File: config.mk
export PLATFORM = sky130hd
export DESIGN_NAME = qcp_top
export DESIGN_NICKNAME = d
export VERILOG_FILES = /design/src/design/qcp_pkg.sv /design/src/design/qcp_cnt_if.sv /design/src/design/qcp_chan.sv /design/src/design/qcp_wave.sv /design/src/design/qcp_top.sv
export VERILOG_INCLUDE_DIRS = /design/src /design/src/design
export SDC_FILE = /design/constraint.sdc
export NUM_CORES = 1
export LEC_CHECK = 0
export BUFFER_PORTS_ARGS = -buffer_cell sky130_fd_sc_hd__buf_2
export CAP_MARGIN = 30
export CORE_MARGIN = 3
export CORE_UTILIZATION = 30
export DETAILED_ROUTE_END_ITERATION = 8
export HOLD_SLACK_MARGIN = 0.03
export SLEW_MARGIN = 20
export SYNTH_ARGS = -nofsm -noshare
export SYNTH_HDL_FRONTEND = slang
export SYNTH_HIERARCHICAL = 1
export SYNTH_SLANG_ARGS = --single-unit
File: constraint.sdc
create_clock -name sys_clk_in -period 16.5 [get_ports sys_clk_in]
set_input_delay 2.475 -clock sys_clk_in [delete_from_list [all_inputs] [get_ports sys_clk_in]]
set_output_delay 2.475 -clock sys_clk_in [all_outputs]
set_load 0.01 [all_outputs]
File: src/design/qcp_regs.svh
// register offsets, field codes and timing constants of the counter block
`ifndef QCP_REGS_SVH
`define QCP_REGS_SVH
// ======================================================================
// register offsets (byte addresses, one word each), except QCP_A_HIGH_WIN: address bits 7:5 of the eight high time words
`define QCP_A_MODE0 8'h00
`define QCP_A_MODE1 8'h04
`define QCP_A_DIV0 8'h08
`define QCP_A_DIV1 8'h0c
`define QCP_A_CLEAR 8'h10
`define QCP_A_COUNT0 8'h14
`define QCP_A_COUNT1 8'h18
`define QCP_A_STATUS 8'h1c
`define QCP_A_HIGH_WIN 3'h1
`define QCP_A_PER0 8'h40
`define QCP_A_PER1 8'h44
`define QCP_A_STOP 8'h48
`define QCP_A_TONE_FREQ 8'h4c
`define QCP_A_TONE_GO 8'h50
// ======================================================================
// counting mode codes
`define QCP_M_BOTH 2'h0
`define QCP_M_QUAD 2'h1
`define QCP_M_RISE 2'h2
`define QCP_M_FALL 2'h3
// ======================================================================
// reset values and timing
`define QCP_RST16 16'h0000
`define QCP_CLK_HZ 32'h0098_9680
`define QCP_TONE_MIN 16'h0002
`define QCP_DIV_TOP 5'h1f
`endif

File: src/design/qcp_pkg.sv
// types shared by the counter channel, its interface and the top module
package qcp_pkg;
   // counting mode field
   typedef logic [1:0] qcp_mode_type;
   // tone period calculation states
   typedef enum logic {QCP_IDLE, QCP_DIVIDE} qcp_tone_st_type;
   // state of one counter channel
   typedef struct packed {
      logic a_s1;
      logic a_s2;
      logic a_p;
      logic b_s1;
      logic b_s2;
      logic b_p;
      logic [15:0] acc;
      logic [15:0] count;
   } qcp_chan_st_type;
   // state of the top module
   typedef struct packed {
      logic [1:0][1:0] mode;
      logic [1:0][15:0] div;
      logic [7:0][15:0] high;
      logic [1:0][15:0] period;
      logic [1:0][15:0] phase;
      logic [7:0] run;
      logic [7:0] tone;
      logic [31:0] freq;
      qcp_tone_st_type tst;
      logic [2:0] tch;
      logic [4:0] bit_i;
      logic [32:0] rem;
      logic [31:0] quo;
      logic [31:0] rdata;
   } qcp_top_st_type;
endpackage

File: src/design/qcp_cnt_if.sv
// control and count signals between the top and one counter channel
`timescale 1ns/1ps
interface qcp_cnt_if;
   import qcp_pkg::*;
   qcp_mode_type mode;
   logic [15:0] divider;
   logic clear;
   logic [15:0] count;
   modport ctrl (output mode, output divider, output clear, input count);
   modport chan (input mode, input divider, input clear, output count);
endinterface

File: src/design/qcp_chan.sv
// one 16-bit pulse or quadrature counter channel with prescaler
`timescale 1ns/1ps
`include "qcp_regs.svh"
module qcp_chan (
   // clock and reset
   input wire logic sys_clk_in,
   input wire logic rst_n_in,
   // field inputs
   input wire logic phase_a_in,
   input wire logic phase_b_in,
   // control from the register file
   qcp_cnt_if.chan cnt_bus
);
   import qcp_pkg::*;
   qcp_chan_st_type q;
   qcp_chan_st_type d;
   logic step;
   logic up;

   // synchronise, detect edges, prescale and count
   always_comb begin
      d = q;
      d.a_s1 = phase_a_in;
      d.a_s2 = q.a_s1; // RQ19
      d.a_p = q.a_s2;
      d.b_s1 = phase_b_in;
      d.b_s2 = q.b_s1; // RQ19
      d.b_p = q.b_s2;
      up = 1'b1;
      case (cnt_bus.mode)
         `QCP_M_BOTH: step = q.a_s2 ^ q.a_p; // RQ1
         `QCP_M_RISE: step = q.a_s2 & ~q.a_p; // RQ1
         `QCP_M_FALL: step = ~q.a_s2 & q.a_p; // RQ1
         `QCP_M_QUAD: begin
            // one phase moves at a time; a double move is ignored
            step = (q.a_s2 ^ q.a_p) ^ (q.b_s2 ^ q.b_p); // RQ2
            up = q.a_s2 ^ q.b_p; // RQ2
         end
         default: step = 1'b0;
      endcase
      if (cnt_bus.clear) begin
         d.count = `QCP_RST16;
         d.acc = `QCP_RST16; // RQ20
      end else if (step) begin
         if (q.acc >= cnt_bus.divider) begin
            d.acc = `QCP_RST16; // RQ8
            // wraps modulo 2^16 both ways
            d.count = up ? q.count + 16'h0001 : q.count - 16'h0001; // RQ5
         end else begin
            d.acc = q.acc + 16'h0001; // RQ8
         end
      end
   end

   // state register
   always_ff @(posedge sys_clk_in or negedge rst_n_in) begin
      if (!rst_n_in) begin
         q <= '0;
      end else begin
         q <= d;
      end
   end

   assign cnt_bus.count = q.count; // RQ6

   // count moves by exactly one step, wrapping
   property p_step;
      @(posedge sys_clk_in) disable iff (!rst_n_in)
      !cnt_bus.clear && $past(q.count) != q.count && !$past(cnt_bus.clear)
      |-> (q.count == $past(q.count) + 16'h0001) ||
          (q.count == $past(q.count) - 16'h0001);
   endproperty
   a_step: assert property (p_step) else $error("count jumped"); // RQ5
   // prescale accumulator restarts after a clear
   property p_acc;
      @(posedge sys_clk_in) disable iff (!rst_n_in)
      cnt_bus.clear |=> q.acc == 16'h0000 && q.count == 16'h0000;
   endproperty
   a_acc: assert property (p_acc) else $error("clear missed"); // RQ20
endmodule

File: src/design/qcp_wave.sv
// one wave channel: high while the group phase is below its high time
`timescale 1ns/1ps
module qcp_wave (
   // clock and reset
   input wire logic sys_clk_in,
   input wire logic rst_n_in,
   // settings and shared group phase
   input wire logic run_in,
   input wire logic [15:0] high_in,
   input wire logic [15:0] phase_in,
   // pulse output
   output logic wave_out
);
   typedef struct packed {
      logic out;
   } qcp_wave_st_type;
   qcp_wave_st_type q;
   qcp_wave_st_type d;

   // compare the phase against the high time
   always_comb begin
      d.out = run_in && (phase_in < high_in); // RQ12
   end

   // state register
   always_ff @(posedge sys_clk_in or negedge rst_n_in) begin
      if (!rst_n_in) begin
         q <= '0;
      end else begin
         q <= d;
      end
   end

   assign wave_out = q.out;
endmodule

File: src/design/qcp_top.sv
// two-channel counter with eight-channel grouped wave generator
//
// Summary of operation
// [RQ1] basic modes count both, rising or falling
// [RQ2] mode one counts quadrature up or down
// [RQ3] basic modes leave phase B unconnected
// [RQ4] writing mode clears the channel count
// [RQ5] sixteen-bit count wraps both directions
// [RQ6] reads return live count without stalling
// [RQ7] count reads as two's complement value
// [RQ8] count steps after divide plus one pulses
// [RQ9] divide setting resets to zero
// [RQ10] writing divide clears the channel count
// [RQ11] clear command zeroes count, keeps settings
// [RQ12] wave period and high time as programmed
// [RQ13] host keeps high time below period
// [RQ14] wave starts on configure, stops on stop
// [RQ15] eight wave channels, two period groups
// [RQ16] output frequency is clock over period
// [RQ17] one tone channel per group
// [RQ18] tone is wave output, same stop
// [RQ19] phase inputs pass two synchroniser stages
// [RQ20] clearing the count clears the prescaler
`timescale 1ns/1ps
`include "qcp_regs.svh"
module qcp_top (
   // clock and reset
   input wire logic sys_clk_in,
   input wire logic arst_n_in,
   // register port
   input wire logic [7:0] addr_in,
   input wire logic [31:0] wdata_in,
   input wire logic wr_in,
   input wire logic rd_in,
   output logic [31:0] rdata_out,
   // counter field inputs
   input wire logic phase_a_ch0_in,
   input wire logic phase_b_ch0_in,
   input wire logic phase_a_ch1_in,
   input wire logic phase_b_ch1_in,
   // wave outputs
   output logic [7:0] wave_out
);
   import qcp_pkg::*;

   // ===================================================================
   // reset release
   logic rst_s1;
   logic rst_n;

   // release the asynchronous reset through two flops
   always_ff @(posedge sys_clk_in or negedge arst_n_in) begin
      if (!arst_n_in) begin
         rst_s1 <= 1'b0;
         rst_n <= 1'b0;
      end else begin
         rst_s1 <= 1'b1;
         rst_n <= rst_s1;
      end
   end

   // ===================================================================
   // state and channel wiring
   localparam logic [31:0] NUM = `QCP_CLK_HZ;
   qcp_top_st_type q;
   qcp_top_st_type d;
   logic [1:0] clr;
   logic [1:0][15:0] cnt;
   logic [1:0] pha;
   logic [1:0] phb;
   logic [32:0] rem_n;
   logic [31:0] quo_n;
   logic [15:0] per_n;

   assign pha = {phase_a_ch1_in, phase_a_ch0_in};
   assign phb = {phase_b_ch1_in, phase_b_ch0_in};

   qcp_cnt_if cnt_bus [2] ();

   // one counter channel per phase pair
   for (genvar g = 0; g < 2; g++) begin : g_cnt
      assign cnt_bus[g].mode = q.mode[g];
      assign cnt_bus[g].divider = q.div[g];
      assign cnt_bus[g].clear = clr[g];
      assign cnt[g] = cnt_bus[g].count;
      qcp_chan u_chan (
         .sys_clk_in(sys_clk_in),
         .rst_n_in(rst_n),
         .phase_a_in(pha[g]),
         .phase_b_in(phb[g]),
         .cnt_bus(cnt_bus[g])
      );
   end

   // one wave channel per output, four to a period group
   for (genvar i = 0; i < 8; i++) begin : g_wave
      qcp_wave u_wave (
         .sys_clk_in(sys_clk_in),
         .rst_n_in(rst_n),
         .run_in(q.run[i]),
         .high_in(q.high[i]),
         .phase_in(q.phase[i / 4]), // RQ15
         .wave_out(wave_out[i])
      );
   end

   // ===================================================================
   // next-state logic
   always_comb begin
      d = q;
      clr = 2'b00;
      d.rdata = 32'h0000_0000;
      rem_n = 33'h0_0000_0000;
      quo_n = q.quo;
      per_n = `QCP_RST16;

      // group phase runs from zero to period minus one
      for (int g = 0; g < 2; g++) begin
         if ({1'b0, q.phase[g]} + 17'h0_0001 >= {1'b0, q.period[g]}) begin
            d.phase[g] = `QCP_RST16; // RQ16
         end else begin
            d.phase[g] = q.phase[g] + 16'h0001; // RQ12
         end
      end

      // tone period: clock rate over frequency, one quotient bit a cycle
      if (q.tst == QCP_DIVIDE) begin
         rem_n = {q.rem[31:0], NUM[q.bit_i]};
         if (rem_n >= {1'b0, q.freq}) begin
            rem_n = rem_n - {1'b0, q.freq};
            quo_n[q.bit_i] = 1'b1;
         end
         d.rem = rem_n;
         d.quo = quo_n;
         d.bit_i = q.bit_i - 5'h01;
         if (q.bit_i == 5'h00) begin
            // clip the period into the sixteen-bit range
            if (quo_n[31:16] != 16'h0000) begin
               per_n = 16'hffff;
            end else if (quo_n[15:0] < `QCP_TONE_MIN) begin
               per_n = `QCP_TONE_MIN;
            end else begin
               per_n = quo_n[15:0];
            end
            // an older tone in the same group gives way
            for (int k = 0; k < 8; k++) begin
               if (k[2] == q.tch[2] && q.tone[k]) begin
                  d.run[k] = 1'b0; // RQ17
                  d.tone[k] = 1'b0; // RQ17
               end
            end
            d.period[q.tch[2]] = per_n; // RQ18
            d.high[q.tch] = {1'b0, per_n[15:1]}; // RQ18
            d.run[q.tch] = 1'b1;
            d.tone[q.tch] = 1'b1;
            d.tst = QCP_IDLE;
         end
      end

      // register writes
      if (wr_in) begin
         case (addr_in)
            `QCP_A_MODE0, `QCP_A_MODE1: begin
               d.mode[addr_in[2]] = wdata_in[1:0];
               clr[addr_in[2]] = 1'b1; // RQ4
            end
            `QCP_A_DIV0, `QCP_A_DIV1: begin
               d.div[addr_in[2]] = wdata_in[15:0]; // RQ8
               clr[addr_in[2]] = 1'b1; // RQ10
            end
            `QCP_A_CLEAR: begin
               clr = wdata_in[1:0]; // RQ11
            end
            `QCP_A_PER0, `QCP_A_PER1: begin
               d.period[addr_in[2]] = wdata_in[15:0]; // RQ15
            end
            `QCP_A_STOP: begin
               d.run = d.run & ~wdata_in[7:0]; // RQ14
               d.tone = d.tone & ~wdata_in[7:0]; // RQ18
            end
            `QCP_A_TONE_FREQ: begin
               d.freq = wdata_in;
            end
            `QCP_A_TONE_GO: begin
               // a request while a division runs is dropped
               if (q.tst == QCP_IDLE) begin
                  d.tch = wdata_in[2:0];
                  d.tst = QCP_DIVIDE;
                  d.rem = 33'h0_0000_0000;
                  d.quo = 32'h0000_0000;
                  d.bit_i = `QCP_DIV_TOP;
               end
            end
            default: begin
               // high time write starts that channel at once
               if (addr_in[7:5] == `QCP_A_HIGH_WIN) begin
                  d.high[addr_in[4:2]] = wdata_in[15:0]; // RQ12
                  d.run[addr_in[4:2]] = 1'b1; // RQ14
                  d.tone[addr_in[4:2]] = 1'b0;
               end
            end
         endcase
      end

      // register reads, data valid the following cycle
      if (rd_in) begin
         case (addr_in)
            `QCP_A_MODE0, `QCP_A_MODE1: begin
               d.rdata = {30'h0000_0000, q.mode[addr_in[2]]};
            end
            `QCP_A_DIV0, `QCP_A_DIV1: begin
               d.rdata = {16'h0000, q.div[addr_in[2]]};
            end
            `QCP_A_COUNT0: begin
               d.rdata = {16'h0000, cnt[0]}; // RQ6
            end
            `QCP_A_COUNT1: begin
               d.rdata = {16'h0000, cnt[1]}; // RQ7
            end
            `QCP_A_STATUS: begin
               d.rdata = {15'h0000, q.tst == QCP_DIVIDE, q.tone, q.run};
            end
            `QCP_A_PER0, `QCP_A_PER1: begin
               d.rdata = {16'h0000, q.period[addr_in[2]]};
            end
            `QCP_A_TONE_FREQ: begin
               d.rdata = q.freq;
            end
            default: begin
               if (addr_in[7:5] == `QCP_A_HIGH_WIN) begin
                  d.rdata = {16'h0000, q.high[addr_in[4:2]]};
               end
            end
         endcase
      end
   end

   // ===================================================================
   // state register
   always_ff @(posedge sys_clk_in or negedge rst_n) begin
      if (!rst_n) begin
         q <= '0; // RQ9
      end else begin
         q <= d;
      end
   end

   assign rdata_out = q.rdata;

   // ===================================================================
   // checks
   property p_mode_clear;
      @(posedge sys_clk_in) disable iff (!rst_n)
      wr_in && addr_in == `QCP_A_MODE0 |=> cnt[0] == 16'h0000;
   endproperty
   a_mode_clear: assert property (p_mode_clear) // RQ4
      else $error("mode write kept count");

   property p_div_clear;
      @(posedge sys_clk_in) disable iff (!rst_n)
      wr_in && addr_in == `QCP_A_DIV1 |=> cnt[1] == 16'h0000 &&
         q.div[1] == $past(wdata_in[15:0]);
   endproperty
   a_div_clear: assert property (p_div_clear) // RQ10
      else $error("divide write kept count");

   property p_clear_keeps;
      @(posedge sys_clk_in) disable iff (!rst_n)
      wr_in && addr_in == `QCP_A_CLEAR && wdata_in[0]
      |=> cnt[0] == 16'h0000 && $stable(q.mode[0]) && $stable(q.div[0]);
   endproperty
   a_clear_keeps: assert property (p_clear_keeps) // RQ11
      else $error("clear lost count or settings");

   property p_div_reset;
      @(posedge sys_clk_in) disable iff (!rst_n)
      !$past(rst_n) |-> q.div[0] == 16'h0000 && q.div[1] == 16'h0000;
   endproperty
   a_div_reset: assert property (p_div_reset) // RQ9
      else $error("divide not zero after reset");

   property p_read_count;
      @(posedge sys_clk_in) disable iff (!rst_n)
      rd_in && addr_in == `QCP_A_COUNT1
      |=> rdata_out == {16'h0000, $past(cnt[1])};
   endproperty
   a_read_count: assert property (p_read_count) // RQ6
      else $error("count read wrong");

   property p_stop;
      @(posedge sys_clk_in) disable iff (!rst_n)
      wr_in && addr_in == `QCP_A_STOP && wdata_in[0]
      |=> !q.run[0] ##1 !wave_out[0];
   endproperty
   a_stop: assert property (p_stop) // RQ14
      else $error("wave kept running after stop");

   property p_phase_wrap;
      @(posedge sys_clk_in) disable iff (!rst_n)
      {1'b0, q.phase[0]} + 17'h0_0001 >= {1'b0, q.period[0]}
      |=> q.phase[0] == 16'h0000;
   endproperty
   a_phase_wrap: assert property (p_phase_wrap) // RQ16
      else $error("group phase failed to wrap");

   property p_wave_high;
      @(posedge sys_clk_in) disable iff (!rst_n)
      q.run[3] && q.phase[0] < q.high[3] |=> wave_out[3];
   endproperty
   a_wave_high: assert property (p_wave_high) // RQ12
      else $error("wave low during high time");

   property p_tone_one;
      @(posedge sys_clk_in) disable iff (!rst_n)
      $onehot0(q.tone[3:0]) && $onehot0(q.tone[7:4]);
   endproperty
   a_tone_one: assert property (p_tone_one) // RQ17
      else $error("two tones in one group");

   property p_tone_done;
      @(posedge sys_clk_in) disable iff (!rst_n)
      q.tst == QCP_DIVIDE && q.bit_i == 5'h00 && !wr_in
      |=> q.tone[$past(q.tch)] && q.run[$past(q.tch)];
   endproperty
   a_tone_done: assert property (p_tone_done) // RQ18
      else $error("tone did not start");

   // main scenarios
   c_count_wrap: cover property (@(posedge sys_clk_in) disable iff (!rst_n)
      cnt[1] == 16'hffff ##1 cnt[1] == 16'h0000);
   c_tone: cover property (@(posedge sys_clk_in) disable iff (!rst_n)
      q.tst == QCP_DIVIDE ##1 q.tst == QCP_IDLE);
   c_wave: cover property (@(posedge sys_clk_in) disable iff (!rst_n)
      $rose(wave_out[0]));
endmodule

Yosys cells after proc, flatten, opt, wreduce, memory -nomap -nowiden:

Memory sizes are Yosys's and may differ from the RTL's.
Cells that the tools add are included.

* divide/modulo/power cells: 0
* bitwise gates (word level): 27
* shift-type cells: 0
* add/subtract/negate cells: 12
* $mul: 0
* multiplexer cells: 126
* equal/unequal tests: 19
* order comparisons: 24
* reduce and logical (&&, ||, !) cells: 42

Operators with widths (count)
* 2-to-1 mux 160 bit: 3
* 2-to-1 mux 16 bit: 25
* 2-to-1 mux 32 bit: 9
* bitwise mux 128 bit: 2
* 2-to-1 mux 128 bit: 2
* case mux 32 bit (7 select lines): 1
* 2-to-1 mux 74 bit: 2
* less-than comparator 16 bit: 8
* 2-to-1 mux 122 bit: 1
* adder 16 x 1 -> 16 bit, second input constant: 6
* bitwise mux 32 bit: 3
* demux 16 bit (select 3 bit): 2
* 2-to-1 mux 70 bit: 1
* 2-to-1 mux 1 bit: 57
* binary-select mux 16 bit (select 3 bit): 1
* equality test 8 x 7 -> 1 bit, second input constant: 5
* adder 16 x 1 -> 17 bit, second input constant: 2
* greater-or-equal comparator 17 x 16 -> 1 bit: 2
* greater-or-equal comparator 33 x 32 -> 1 bit: 1
* 2-to-1 mux 33 bit: 1
* subtractor 33 x 32 -> 33 bit: 1
* demux 16 bit (select 1 bit): 2
* equality test 8 x 5 -> 1 bit, second input constant: 4
* greater-or-equal comparator 16 bit: 2
* other kinds (42): 107

* flip-flop bits (word level): 468
* memories: 1
* RAM bits: 0
* bits in read-only memories: 32
* latch bits: 0

Memories
* (no name shown): words 32, bits a word 1, read ports 1, clocked after Yosys merged registers in 0, write ports 0, line qcp_top.sv:128 `rem_n = {q.rem[31:0], NUM[q.bit_i]};`

Depth between registers and ports, before layout:

* depth after elaboration: 19
* depth in mapped cells: 19
* mapped depth without buffers: 17

Hierarchy:

The synthesis kept the hierarchy.

By module, submodules not included
* qcp_top: times used 1, sequential area each 9584.2 um2, cells each 2214, area an instance 21598.2 um2
* qcp_chan: times used 2, sequential area each 950.9 um2, cells each 358, area an instance 3021.6 um2
* qcp_wave: times used 8, sequential area each 25.0 um2, cells each 55, area an instance 426.7 um2

Least setup slack after synthesis:

OpenSTA, ideal clock, no wires.

* path type: input to register
* from: input port addr_in[2]
* to: register g_cnt[1].u_chan.q, in the netlist g_cnt[1].u_chan/cnt_bus.count[6]
* buffers on the path: 6
* setup time: 0.069 ns
* required time: 16.431 ns
* stages: 14
* slack: 11.248 ns
* arrival time: 5.183 ns
* cells stage by stage: clkbuf_1 -> buf_2 -> buf_2 -> buf_2 -> buf_2 -> nand3_1 -> nand2_1 -> nor2_1 -> o211ai_1 -> nor2_1 -> a21o_1 -> clkbuf_1 -> or4_1 -> nand3_1

* longest elaborated chain between the ends: 8
* elaborated cells between the ends (all ways): 17

RTL lines
* from (decl): line qcp_top.sv:31 `input wire logic [7:0] addr_in,`
* less-than comparator 1 x 2 -> 1 bit (not written as such) / greater-or-equal comparator 1 bit (equally long branches): line qcp_top.sv:165, qcp_top.sv:169
* logical AND 1 bit (not written as such): line qcp_top.sv:165, qcp_top.sv:169
* 2-to-1 mux 1 bit (not written as such): line qcp_top.sv:165, qcp_top.sv:169
* demux 1 bit (select 1 bit): line qcp_top.sv:165, qcp_top.sv:169
* case mux 2 bit (2 select lines) (*): line qcp_top.sv:162 `case (addr_in)`
* 2-to-1 mux 2 bit (*): line qcp_top.sv:161 `if (wr_in) begin`
* via clr[1]: line qcp_top.sv:67 `logic [1:0] clr;`
* nonzero test 2 bit (no line)
* AND reduction 2 bit (no line)
* to (signal assigned): line qcp_chan.sv:58 `q <= '0;`
* to (signal assigned): line qcp_chan.sv:60 `q <= d;`
* to (decl): line qcp_chan.sv:15 `qcp_chan_st_type q;`

The timed path passes the listed nets; every way through them passes the cells marked *.
A chain may end at the register's enable or synchronous reset.

Worst setup path in the final report:

* from: input port addr_in[5]
* to: register g_cnt[1].u_chan.q, in the netlist g_cnt[1].u_chan/cnt_bus.count[6]

* longest elaborated chain between the ends: 6
* elaborated cells between the ends (all ways): 12

RTL lines (line)
* equality test 8 x 4 -> 1 bit, or another cell as far along: qcp_top.sv:162
* OR reduction 4 bit (no line)
* case mux 2 bit (2 select lines) (*): qcp_top.sv:162
* 2-to-1 mux 2 bit (*): qcp_top.sv:161
* via clr[1]: qcp_top.sv:67
* nonzero test 2 bit (no line)
* AND reduction 2 bit (no line)

Marked as above.

==> results.cfg <==
[cts]
hold_buffers = 0
cts_resized = 0
cts_tree = built
clock_latency_ns = 0.65
path_clk_slew_ns = 0.06
postCtsSetupBuffers = 0
clockRootBuffer = clkbuf_16
cts_buffers = 56
cts_max_path_buffers = 3
cts.sinks = 467
cts_max_level = 2

[global_route]
grt_pass1_wl_um = 158000
grt_util_all_layers_pct = 19.4
grt_antenna_before_repair = 10
grt_pass1_vias = 24371
grt_max_degree = 176
grt.overflow.total = 0

[sta]
min_period_ns = 5.57
max_freq_mhz = 180
finalClockSkew_ns = 0.0380
tightest_slew_ns = 1.03
rsz0062_at_grt = no
hold_violations = 0
hold_ws_ns = 0.346
fin_crit_sh_pct = 33.8
final.setup.tns_ns = 0
drv_slew = 0
maxSlewHeadroom_pct = 31.5
final-setup-viol-count = 0

[critical_path]
crit_slowest_cell = nor3_1
setup.worst_path.end_class = flop
r2r_cells = 17
worstPathArrival_ns = 6.13
path_max_fanout = 33
crit_end = g_cnt[1].u_chan/cnt_bus.count[6]
crit_chain = buf_2 > nor2_1 > nand2_1 > nor3_1 > nand3_1 > nand2_1 > buf_4 > nor2_1 > o211ai_1 > nor2_1 > a21o_1 > or4_1 > nand3_1
slowest_delay_ns = 0.70
reg2reg_from = q[97]
cp-start-kind = input port
cp.required_ns = 17.06
cpMostUsedCell = nor2_1
reg2reg_to = q[260]
r2r_setup_slack_ns = 11.79
criticalPathCategory = in2reg
startpoint = addr_in[5]

[route]
drt_iter0_markers = 2770
firstDrtPassIters = 6
routed_wl_um = 107000
ant_nets = 0
post-route-drc-count = 0
wl_per_cell_um = 22.6
avgViaCountPerCell = 5.58
vias = 26421

[pwr]
p_int_mw = 2.82
swShare_pct = 40.2
power_frac_comb_pct = 37.6
powerDensity_mw_per_mm2 = 137
p_leak_nw = 15.4
clkPwrFrac_pct = 27.5
seqPwrFrac_pct = 34.9
ir_drop_v = 0.000125
p_total_mw = 4.72
p_sw_mw = 1.90

[finish]
nFillCells = 10533
area_growth_pct = 10.9
drive_above_1_share_pct = 13.1
finalNetCount = 3605

[floorplan]
die_h_um = 328
start_util_pct = 30.4
die_w_um = 328
fp.dieArea_mm2 = 0.107
fp.coreArea_mm2 = 0.102
ios = 88
rows = 117

[placed_design]
dpl.hpwl_um = 76000
place_congestion = 0.907
io_buffers = 87

[synth]
yosys_register_bits = 467
syn-cell-area_mm2 = 0.0311
synthFlopType = dfrtp_1
syn_area_per_cell_um2 = 9.22
yosys_warnings = 6
yosysSeqAreaShare_pct = 37.6
postSynth.asyncResetShare_pct = 100
yosysUniqueCellTypes = 98
synth_nets = 3657
synthCells = 3370
synth-edff-count = 0

[job]
maxCapViolCount = 0

[worst_hold_path]
hp-class = reg2reg

[run_status]
status = finished, final reports clean
-- routing by layer --
metal  vias up  GRT usage, %  share of wire (%)
li1      12083             -                  -
met3       182          5.41                 11
met2      1232          28.4                 42
met1     12920          27.1                 43
met5         -             0              0.025
met4         4          7.13                3.7
-- stage by stage --
stage               worst slack, ns  instances  area [µm²]  utilization, %
finish                        10.93       4736       34400            33.7
detailed placement            10.45       4616       32400            31.7
floorplan                      2.52       3370       31100               -
global placement              10.06       4605       32200            31.6
global route                  10.75       4731       34400            33.7
CTS                           11.13       4719       34300            33.5
-- final cells by class --
class                           count  area, µm²  area share [%]
Antenna cell                        5       12.5          0.0363
Clock buffer                       78       1620            4.69
Clock inverter                     25        288           0.836
Inverter                          256        961            2.79
Multi-Input combinational cell   2401      17200            50.0
Sequential cell                   467      11700            33.9
Tap cell                         1368       1710            4.97
Timing Repair Buffer              136        926            2.69
-- power groups by stage --
stage	clock network [mW]	registers, mW	logic (mW)
finish	1.30	1.65	1.78
global route	1.37	1.67	1.99
CTS	1.32	1.63	1.77
detailed placement	0	1.65	1.76
global placement	0	1.65	1.73
floorplan	0	1.51	1.49
-- layout by cell type (no fill, tap or decap), types with 35 or more instances in the layout --
cell	instances
o21ai_0	169
nor4_1	42
buf_2	86
mux2i_1	44
nor2_1	146
ha_1	238
o21a_1	43
o21ai_1	100
mux2_2	73
nand2b_1	35
a21o_1	41
and3_1	143
a21oi_1	324
nand2_1	259
clkbuf_16	57
a31oi_1	47
nor3_1	43
xnor2_1	44
inv_1	253
nand4_1	55
dfrtp_1	465
nor2b_1	46
nand3_1	74
-- synthesized netlist by cell type, drive strengths merged (9+ instances only) --
master	count	area share [%]
a22o	23	0.68
nor3	47	0.79
mux2i	44	1.4
or4	10	0.27
nand2b	37	0.79
nand2	261	3.2
a22oi	31	0.79
inv	255	3.1
buf	103	2.2
and4	9	0.25
ha	238	9.6
nand3	75	1.2
o21a	44	1.1
nor2	152	1.9
xnor2	44	1.2
or3	23	0.62
a211oi	21	0.89
nor2b	46	0.93
mux2	73	2.6
a221oi	23	0.71
mux4	34	2.5
xor2	33	0.98
nor4	56	1.4
nand4	55	1.1
dfrtp	467	38
o211ai	10	0.26
a31oi	48	0.99
and3	143	2.9
a2111oi	19	0.88
o22ai	15	0.30
a21o	42	1.0
a21oi	325	5.2
a221o	14	0.45
o21ai	270	4.4
clkbuf	143	1.7
and2	18	0.38
nor3b	32	0.77
-- how the worst min path moves through the flow --
| stage | start | to | slack [ns] | depth (start not counted) |
|---|---|---|---|---|
| final | g_cnt[1].u_chan/d[33] | g_cnt[1].u_chan/d[32] | 0.35 | 0 |
| after CTS | g_cnt[0].u_chan/d[36] | g_cnt[0].u_chan/d[35] | 0.35 | 0 |
| after global routing | g_cnt[0].u_chan/d[36] | g_cnt[0].u_chan/d[35] | 0.35 | 0 |
| after detailed placement | g_cnt[0].u_chan/d[36] | g_cnt[0].u_chan/d[35] | 0.33 | 0 |
| after floorplan | g_cnt[0].u_chan/d[33] | g_cnt[0].u_chan/d[32] | 0.33 | 0 |
| after global placement | g_cnt[1].u_chan/d[36] | g_cnt[1].u_chan/d[35] | 0.33 | 0 |
-- sequential cells by signal (all words and copies together) (netlist names) --
name                        flops
cnt_bus.divider                32
rdata_out                      32
g_wave.u_wave/wave_out          8
rst_n                           1
rst_s1                          1
g_cnt.u_chan/q                 36
q                             313
cnt_bus.mode                    4
g_cnt.u_chan/cnt_bus.count     32
g_cnt.u_chan/d                  8
-- kinds of logic after synthesis --
kind of cell	after synthesis	synth area share, %
muxes	151	6.53
xor gates and xnor gates	77	2.22
and+or+nand+nor	982	17.0
buffers and inverters	502	7.07
DFF	467	37.6
other	1	0.0121
adders and majority gates	239	9.65
AOI/OAI and AO/OA	951	19.9
-- worst max-delay path, delay by kind of cell --
family / cells / cell delay [ns]
simple gates: 9 / 2.57
compound gates: 2 / 0.64
buf+inv: 2 / 0.43
(Power assumes the default switching activity.)
